==> src/pkg/gdf_pkg.sv <==
package gdf_pkg;
    // interval defaults in cycles at 40 MHz; real values are board specific
    localparam int unsigned ACK_CYCLES      = 40;    // acknowledge dark pulse
    localparam int unsigned RES_CYCLES      = 160;   // response time after turn-on
    localparam int unsigned BLK_CYCLES      = 4000;  // fault blocking time
    localparam int unsigned SHDN_CYCLES     = 80;    // short shutdown delay
    localparam int unsigned CNT_W           = 16;    // interval counter width
    localparam logic        STATUS_RESET    = 1'b0;  // status dark during reset
    localparam logic        GATE_RESET      = 1'b0;  // gate off during reset
    localparam logic        FORCE_NEG_RESET = 1'b1;  // negative rail held during reset
    localparam logic        SHORT_RESET     = 1'b0;  // no short indication in reset
    localparam logic        LOCKOUT_RESET   = 1'b1;  // lockout shown during reset

    // main sequencer states
    typedef enum logic [2:0] {
        GDF_OFF      = 3'b000,
        GDF_RESPONSE = 3'b001,
        GDF_ON       = 3'b010,
        GDF_SHUTDOWN = 3'b011,
        GDF_BLOCK    = 3'b100
    } gdf_state_t;
endpackage : gdf_pkg
==> src/core/gdf_gate_drive_fault_feedback.sv <==
`timescale 1ns/1ps
module gdf_gate_drive_fault_feedback #(
    parameter int unsigned ACK_CYCLES  = gdf_pkg::ACK_CYCLES,  // acknowledge length
    parameter int unsigned RES_CYCLES  = gdf_pkg::RES_CYCLES,  // response time
    parameter int unsigned BLK_CYCLES  = gdf_pkg::BLK_CYCLES,  // blocking time
    parameter int unsigned SHDN_CYCLES = gdf_pkg::SHDN_CYCLES  // short shutdown delay
) (
    input  wire logic i_clk,                      // 40 MHz logic clock
    input  wire logic i_srst,                     // synchronous reset, active high
    input  wire logic i_command_light_input,      // 1 = light on command fibre
    input  wire logic i_desat_over_threshold,     // 1 = switch voltage above threshold
    input  wire logic i_positive_secondary_rail_ok, // positive rail above release
    input  wire logic i_negative_secondary_rail_ok, // negative rail above release
    output logic      o_gate_on,                  // 1 = gate to positive rail
    output logic      o_gate_force_negative,      // 1 = lockout, regulate negative rail
    output logic      o_status_light_output,      // 1 = status light on (healthy)
    output logic      o_short_fault,              // short-circuit indication active
    output logic      o_supply_undervoltage_lockout // lockout active
);
    // one counter width serves every interval
    localparam int W = gdf_pkg::CNT_W;

    gdf_pkg::gdf_state_t state;
    gdf_pkg::gdf_state_t next_state;
    logic [W-1:0]        seq_cnt;
    logic [W-1:0]        next_seq_cnt;
    logic [W-1:0]        ack_cnt;
    logic                cmd_level;
    logic                cmd_rise;
    logic                cmd_fall;
    logic                lockout;
    logic                cmd_edge;
    logic                short_fault;
    logic                next_gate_on;

    // cycle count minus one, cut to counter width
    // a zero count still costs the one cycle spent deciding
    function automatic logic [W-1:0] cyc_last(input int unsigned n);
        cyc_last = (n == 0) ? '0 : W'(n - 1);
    endfunction : cyc_last

    // true in the states that carry the short-circuit indication
    function automatic logic is_short_state(input gdf_pkg::gdf_state_t s);
        is_short_state = (s == gdf_pkg::GDF_SHUTDOWN) || (s == gdf_pkg::GDF_BLOCK);
    endfunction : is_short_state

    // clean single-cycle edges from the fibre receiver
    gdf_sync_edge u_sync (
        .i_clk   (i_clk),
        .i_srst  (i_srst),
        .i_async (i_command_light_input),
        .o_level (cmd_level),
        .o_rise  (cmd_rise),
        .o_fall  (cmd_fall)
    );

    // lockout follows the rails directly, so it also covers power-up
    assign lockout = ~(i_positive_secondary_rail_ok & i_negative_secondary_rail_ok);

    // either command edge is acknowledged the same way
    assign cmd_edge = cmd_rise | cmd_fall;

    // sequencer: on, response wait, shutdown delay, blocking
    // rises that land in shutdown or blocking are acknowledged but dropped, so
    // the controller has to send a fresh rise once the light is back; a level
    // that stays high never re-enables, which keeps a shorted switch from
    // being hammered by an automatic retry
    always_comb begin
        next_state   = state;
        next_seq_cnt = seq_cnt;
        next_gate_on = 1'b0;
        case (state)
            gdf_pkg::GDF_OFF: begin
                // only a fresh rise leaves here, never a standing high level
                if (cmd_rise) begin
                    next_state   = gdf_pkg::GDF_RESPONSE;
                    next_seq_cnt = '0;
                end
            end
            gdf_pkg::GDF_RESPONSE: begin
                next_gate_on = 1'b1;
                if (!cmd_level) begin
                    next_state = gdf_pkg::GDF_OFF;
                end else if (seq_cnt == cyc_last(RES_CYCLES)) begin
                    if (i_desat_over_threshold) begin
                        next_state   = gdf_pkg::GDF_SHUTDOWN;
                        next_seq_cnt = '0;
                    end else begin
                        next_state = gdf_pkg::GDF_ON;
                    end
                end else begin
                    next_seq_cnt = seq_cnt + 1'b1;
                end
            end
            gdf_pkg::GDF_ON: begin
                next_gate_on = 1'b1;
                if (!cmd_level) begin
                    next_state = gdf_pkg::GDF_OFF;
                end
            end
            gdf_pkg::GDF_SHUTDOWN: begin
                // gate stays on until the delay ends, even if command drops
                // blocking counts from detection, spanning both fault states
                next_gate_on = 1'b1;
                if (seq_cnt == cyc_last(SHDN_CYCLES)) begin
                    next_gate_on = 1'b0;
                end
                next_seq_cnt = seq_cnt + 1'b1;
                if (seq_cnt == cyc_last(BLK_CYCLES)) begin
                    next_state = gdf_pkg::GDF_OFF;
                end else if (seq_cnt >= cyc_last(SHDN_CYCLES)) begin
                    next_state = gdf_pkg::GDF_BLOCK;
                end
            end
            gdf_pkg::GDF_BLOCK: begin
                next_seq_cnt = seq_cnt + 1'b1;
                if (seq_cnt >= cyc_last(BLK_CYCLES)) begin
                    next_state = gdf_pkg::GDF_OFF;
                end
            end
            default: begin
                next_state = gdf_pkg::GDF_OFF;
            end
        endcase
        // lockout overrides everything and kills any pending sequence
        // an interrupted short sequence is not resumed when the rails recover
        if (lockout) begin
            next_state   = gdf_pkg::GDF_OFF;
            next_gate_on = 1'b0;
        end
    end

    // sequencer registers
    always_ff @(posedge i_clk) begin
        if (i_srst) begin
            state   <= gdf_pkg::GDF_OFF;
            seq_cnt <= '0;
        end else begin
            state   <= next_state;
            seq_cnt <= next_seq_cnt;
        end
    end

    // indication follows the next state, as the light does, so both go dark on
    // the detecting edge and both clear together at the end of blocking
    assign short_fault = is_short_state(next_state);

    // gate drive register
    always_ff @(posedge i_clk) begin
        if (i_srst) begin
            o_gate_on <= gdf_pkg::GATE_RESET;
        end else begin
            o_gate_on <= next_gate_on;
        end
    end

    // negative rail takeover; held during reset since the rails are unknown then
    always_ff @(posedge i_clk) begin
        if (i_srst) begin
            o_gate_force_negative <= gdf_pkg::FORCE_NEG_RESET;
        end else begin
            o_gate_force_negative <= lockout;
        end
    end

    // acknowledge timer, restarted by each command edge
    // the strobe cycle is itself the first dark cycle, hence one less loaded
    always_ff @(posedge i_clk) begin
        if (i_srst) begin
            ack_cnt <= '0;
        end else if (cmd_edge) begin
            ack_cnt <= cyc_last(ACK_CYCLES);
        end else if (ack_cnt != '0) begin
            ack_cnt <= ack_cnt - 1'b1;
        end
    end

    // status light: dark for ack, short fault (from detection on) or lockout
    // close edges merge into one longer dark pulse the controller cannot split
    always_ff @(posedge i_clk) begin
        if (i_srst) begin
            o_status_light_output <= gdf_pkg::STATUS_RESET;
        end else begin
            o_status_light_output <= ~(lockout
                                      || is_short_state(next_state)
                                      || (ack_cnt != '0)
                                      || cmd_edge);
        end
    end

    // short-circuit indication register
    always_ff @(posedge i_clk) begin
        if (i_srst) begin
            o_short_fault <= gdf_pkg::SHORT_RESET;
        end else begin
            o_short_fault <= short_fault;
        end
    end

    // lockout indication register, no timed clear
    always_ff @(posedge i_clk) begin
        if (i_srst) begin
            o_supply_undervoltage_lockout <= gdf_pkg::LOCKOUT_RESET;
        end else begin
            o_supply_undervoltage_lockout <= lockout;
        end
    end
endmodule : gdf_gate_drive_fault_feedback

==> src/core/gdf_sync_edge.sv <==
`timescale 1ns/1ps
// two-stage synchroniser with edge strobes taken after the second stage
module gdf_sync_edge (
    input  wire logic i_clk,   // logic clock
    input  wire logic i_srst,  // synchronous reset
    input  wire logic i_async, // raw level from the optical receiver
    output logic      o_level, // synchronised level
    output logic      o_rise,  // one-cycle rising strobe
    output logic      o_fall   // one-cycle falling strobe
);
    logic meta;
    logic sync;
    logic last;

    // first stage feeds only the second stage
    always_ff @(posedge i_clk) begin
        if (i_srst) begin
            meta <= 1'b0;
            sync <= 1'b0;
            last <= 1'b0;
        end else begin
            meta <= i_async;
            sync <= meta;
            last <= sync;
        end
    end

    assign o_level = sync;
    assign o_rise  = sync & ~last;
    assign o_fall  = ~sync & last;
endmodule : gdf_sync_edge

==> config.mk <==
export PLATFORM = sky130hd
export DESIGN_NAME = gdf_gate_drive_fault_feedback
export DESIGN_NICKNAME = d
export VERILOG_FILES = /design/src/pkg/gdf_pkg.sv /design/src/core/gdf_gate_drive_fault_feedback.sv /design/src/core/gdf_sync_edge.sv
export SDC_FILE = /design/constraint.sdc
export NUM_CORES = 1
export LEC_CHECK = 0
export ABC_AREA = 1
export BUFFER_PORTS_ARGS = -buffer_cell sky130_fd_sc_hd__buf_2
export CAP_MARGIN = 20
export CORE_UTILIZATION = 45
export CTS_CLUSTER_SIZE = 12
export DETAILED_ROUTE_END_ITERATION = 10
export HOLD_SLACK_MARGIN = 0.12
export PLACE_DENSITY = 0.6
export SETUP_SLACK_MARGIN = 0.15
export SYNTH_ARGS = -nofsm -noshare
export SYNTH_HDL_FRONTEND = slang
export SYNTH_SLANG_ARGS = --single-unit
==> constraint.sdc <==
create_clock -name i_clk -period 2.5 [get_ports i_clk]
set_input_delay 0.25 -clock i_clk [delete_from_list [all_inputs] [get_ports i_clk]]
set_output_delay 0.25 -clock i_clk [all_outputs]
set_load 0.05 [all_outputs]
After elaboration in Yosys (flattened, before gate mapping). Cells that the tools add are included.

Output and inout bits: 5. Register bits: 42. Input bits: 6.

Mux-type cells: 19. Bitwise operators: 8. Magnitude comparators: 2. Reductions and logical operators: 13. Add/subtract/negate cells: 2. Equal/unequal tests: 12.

Operator list (number): 2-to-1 mux 16 bit (4); one-hot mux 16 bit (3 select lines) (1); 2-to-1 mux 3 bit (8); adder 16 x 1 -> 16 bit, second input constant (1); equality test 16 x 12 -> 1 bit, second input constant (1); equality test 16 x 7 -> 1 bit, second input constant (1); equality test 16 x 8 -> 1 bit, second input constant (1); >= comparator 16 x 12 -> 1 bit, second input constant (1); >= comparator 16 x 7 -> 1 bit, second input constant (1); nonzero test 16 bit (1); subtractor 16 x 1 -> 16 bit, second input constant (1); one-hot mux 3 bit (5 select lines) (1); 2-to-1 mux 6 bit (2); equality test 3 x 2 -> 1 bit, second input constant (3); OR reduction 2 bit (4); equality test 3 bit, second input constant (2); logical OR 1 bit (4); NOT 1 bit (4); AND reduction 4 bit (1); AND 1 bit (3); equality test 3 x 1 -> 1 bit, second input constant (1); zero test 3 bit (1); != test 3 bit, second input constant (1); nonzero test 3 bit (1); 6 further kinds (7).

Longest topological paths before layout.
Word-level depth: 11. Gate-level depth with buffers: 12.

Modules after synthesis. Synthesis repeated with hierarchy kept, for this count alone.

Cell total of the unflattened synthesis: 380. Area, all modules: 2437.3 µm².

Modules (own cells, without submodules): gdf_gate_drive_fault_feedback (cells each 368, area an instance 2343.5 µm², instances 1); gdf_sync_edge (cells each 12, area an instance 93.8 µm², instances 1).

Worst setup path before layout. No wires, ideal clock.

Kind: register to register. Start: register seq_cnt[0]. End: register seq_cnt[8]. Required time: 2.360 ns. Stages on the path, launching flop included: 12. Path slack: 0.734 ns. Clock period less this slack: 1.766 ns. Arrival time: 1.625 ns. Cell sequence: dfxtp_1 ha_1 nand3_1 nor2_2 nand3_2 nand2_2 nand2_2 nand2_4 inv_4 buf_6 nand2_1 a21oi_2.

Cells in the longest elaborated chain, start to end: 4. Elaborated cells on any way between the ends: 7.

RTL lines: start, declared (RTL line gdf_gate_drive_fault_feedback.sv:25) `logic [W-1:0] seq_cnt;`; start signal, assigned (RTL line gdf_gate_drive_fault_feedback.sv:140) `seq_cnt <= next_seq_cnt;`; adder 16 x 1 -> 16 bit or equality test 16 x 8 -> 1 bit (tied branches); 2-to-1 mux 16 bit (RTL line gdf_gate_drive_fault_feedback.sv:84) `end else if (seq_cnt == cyc_last(RES_CYCLES)) begin`; 2-to-1 mux 16 bit (RTL line gdf_gate_drive_fault_feedback.sv:82) `if (!cmd_level) begin`; one-hot mux 16 bit (3 select lines) (RTL line gdf_gate_drive_fault_feedback.sv:72) `case (state)`.

Parallel ways exist; a longest one is shown, timed or not. The select of a mux whose other input is x is not followed. A chain may end at the register's enable or synchronous reset.

Worst setup path in the final report.
Start: register seq_cnt[0]. End: register seq_cnt[1].

Same word-level chain as after synthesis.

==> impl_results.md <==
* Status: finished, final reports clean
* Yosys reg bits at 42
* Post-synthesis compound-gate area fraction at 11.3%
* Clock transition at path regs at 0.09 ns
* WL per Instance at 11.8 um
* Initial drt markers at between 150 and 200
* Post-synth cell types at 33
* Cell area after synthesis at 2490 um2
* Worst-path maximum fanout at 18
* Post-Synth Simple-Gate Area at 37.7%
* Ports at 11
* Largest family of logic cells by synthesized area: simple AND/OR/NAND/NOR gates
* Worst min path class: input pin to flop
* Sequential area share after synthesis at approximately a third
* CTS tree: done
* CORE AREA at 5200 um2
* Worst reg2reg path startpoint: seq_cnt[0]
* Max-slew violation count at 0
* Comb pwr share at a little over two fifths
* Max VDD drop at 0.697 mV
* WL final at 5390 um
* Synth Area in XOR/XNOR at roughly 6.7%
* Antenna Nets Post-Route at 0
* Skew-Pair Late Insertion Delay at 0.30 ns
* Synth Area per Inst at 6.62 um2
* Post-synth top flop: dfxtp_1
* Max Cap Viol at 0
* Beginning of the worst hold path: i_command_light_input
* Share of layout cells above drive strength 1 at 13.2%
* Fraction of the mapped netlist area in adder cells at 1.51%
* Total gr overflow at 0
* Largest net degree at the start of global routing at 26
* Worst Skew at 0.00862 ns
* Nets at approximately 390
* Hold path cells at 3
* Clk root buf: clkbuf_8
* Site row count at 26
* CP Class: flop to flop
* CTS buffer count at 5
* Syn nets at 385
* Period minus WS final at just over 2 ns
* Worst-margin pin slew at ~0.45 ns
* Cts hold-fix bufs at 0
* Worst EP required at roughly 2.7 ns
* Mux cell area share after synthesis at 0%
* Setup TNS Final at 0 ns
* Initial Utilization at 47.8%
* CP startpoint kind: flop
* Sw Ratio at 41.6%
* Clock share of power at between 10% and 20%
* Slowest CP cell: dfxtp_1
* Reg2Reg Depth at 10
* Lkg Pwr at 1.05 nW
* Chip Width at 76.4 um
* Post-DR vias/cell at 4.83
* Final Hold Fails at 0
* Vias in the first global route at 2015
* Post-DP HPWL at 3970 um
* DR vias at around 2200
* Sink Count at between 40 and 50
* # DRC at 0
* Period utilization at ~82%
* Slew headroom at 70.0%
* Layout area overhead at 7.44%
* WHS Endpoint: u_sync.meta
* DRT Pass-1 Iters at 4
* Yosys Warn Count at 0
* Port bufs at 10
* DIE HEIGHT at 76.4 um
* Syn Inst Count at 376
* GR Util All Layers at 20.3%
* Sequential cell fraction of total power at 38.4%
* Initial antenna violation count at 0
* CP arrival at 2.24 ns
* Switching power at 0.000984 W
* Synth async-reset ratio at 0%
* Final setup viols at 0
* RSZ-0062 raised after global routing: false
* Worst setup EP type: flop
* H-tree depth at 2
* GP Congestion at 0.846
* Max Root-Sink Buffers at 2
* Max Fclk at between 0.4 and 0.5 GHz
* EDFF count, synth at 0
* Global-route wire length before repair at 9510 um
* Pint at between 0.001 and 0.0015 W
* R2R Path End: seq_cnt[1]
* Register-to-register setup slack at 0.44 ns
* Die Area at 5830 um2
* PwrDens at 884 nW/um2
* Critical Path Max Stage Delay at between 0.4 and 0.5 ns
* Power, Total at around 0.0024 W
* Most used cell, CP: nand2_2
* Ant diodes at 0
* CP Cell Sequence: ha_2 -> nand3_1 -> nor2_2 -> nand3_2 -> nand2_2 -> nand2_2 -> nand2_4 -> inv_4 -> o21ai_0 -> nor2_1
==> how the worst max path moves through the flow <==
| stage | start | to | slack [ns] | depth (start not counted) |
|---|---|---|---|---|
| global route | seq_cnt[0] | seq_cnt[4] | 0.21 | 11 |
| global placement | seq_cnt[0] | seq_cnt[1] | 0.49 | 10 |
| finish | seq_cnt[0] | seq_cnt[1] | 0.44 | 10 |
| CTS | seq_cnt[0] | seq_cnt[1] | 0.39 | 10 |
| detailed placement | seq_cnt[0] | seq_cnt[1] | 0.41 | 10 |
| floorplan | seq_cnt[0] | seq_cnt[8] | 0.73 | 11 |
==> sequential cells by signal, indices dropped and copies added (netlist names) <==
name and flops:
ack_cnt 16, o_gate_on 1, o_short_fault 1, o_status_light_output 1
o_supply_undervoltage_lockout 1, seq_cnt 16, state 3, u_sync.last 1
u_sync.meta 1, u_sync.o_level 1
==> synthesized netlist by cell type, types with 2 or more instances <==
library cell,count,area share [%]
a21oi_1,21,4.2
a21oi_2,10,3.5
buf_2,2,0.40
clkbuf_1,6,0.90
dfxtp_1,42,34
ha_1,3,1.5
inv_1,38,5.7
nand2_1,95,14
nand2_2,8,2.0
nand3_1,26,5.2
nand3_2,2,0.80
nand3b_1,2,0.60
nand4_1,6,1.5
nor2_1,60,9.0
nor2_2,3,0.75
nor3_1,8,1.6
o21ai_0,10,2.0
or2_2,2,0.50
xnor2_1,4,1.4
xor2_1,15,5.3
==> what timing repair did <==
action                                  CTS  global route
resized for setup                         0             1
setup buffers                             0             0
endpoints found under the setup margin    0             2
==> layout by cell type, fill, tap and decap left out, types with 2 or more instances in the layout <==
cell type and n:
or2_2 2, nor2_2 3, nor3_1 8, ha_1 2, clkbuf_8 5, nand3b_1 2, buf_2 10, buf_4 3
nand2_1 95, nand3_1 26, nor2_1 60, xor2_1 15, a21oi_1 21, xnor2_1 4, inv_1 38, a21oi_2 10
dfxtp_1 42, nand4_1 6, o21ai_0 10, nand2_2 8, nand3_2 2
==> through the flow <==
stage / setup slack [ns] / instances / hold slack [ns] / utilization, % / instance area, um2
floorplan: 0.734 / 376 / 0.357 / - / 2490
global placement: 0.486 / 448 / 0.395 / 49.5 / 2580
detailed placement: 0.406 / 448 / 0.395 / 49.5 / 2580
CTS: 0.389 / 456 / 0.131 / 51.3 / 2670
global route: 0.205 / 456 / 0.154 / 51.4 / 2680
finish: 0.444 / 456 / 0.139 / 51.4 / 2680
==> metal layers <==
layer	GRT usage, %	wire, um	vias to the layer above
met2	31.4	2330	25
met1	28.1	2850	962
met3	3.83	144	5
li1	-	-	1211
met5	0	0	-
met4	7.12	76	0
==> power by group through the flow <==
stage / Sequential [W] / Combinational (W) / Clock [W]
5_1_grt: 0.000930 / 0.00113 / 0.000515
6_report: 0.000908 / 0.000992 / 0.000465
4_1_cts: 0.000907 / 0.000992 / 0.000485
3_3_place_gp: 0.000923 / 0.000988 / 0
3_5_place_dp: 0.000921 / 0.000981 / 0
2_1_floorplan: 0.000904 / 0.000809 / 0
==> critical path, delay by kind of cell, from the launching register on <==
family	cells	cell delay, ns
AOI/OAI and AO/OA	1	0.16
adders and majority gates	1	0.29
buffers and inverters	1	0.14
DFF	1	0.48
and+or+nand+nor	7	0.87
==> area by class of cell <==
type                            count  area [um2]
Fill cell                         538        2530
Multi-Input combinational cell    283        1430
Sequential cell                    42         841
Inverter                           40         153
Tap cell                           70        87.6
Timing Repair Buffer               13        72.6
Clock buffer                        5        68.8
Clock inverter                      3        25.0
==> cell families (layout without fill, tap and decap cells) <==
group                      after synthesis  in the layout
and+or+nand+nor                        215            215
buffers and inverters                   51             61
AOI/OAI and AO/OA                       46             46
DFF                                     42             42
xor gates and xnor gates                19             19
adders and majority gates                3              3
Note: power is estimated with default switching activity, not from simulation.
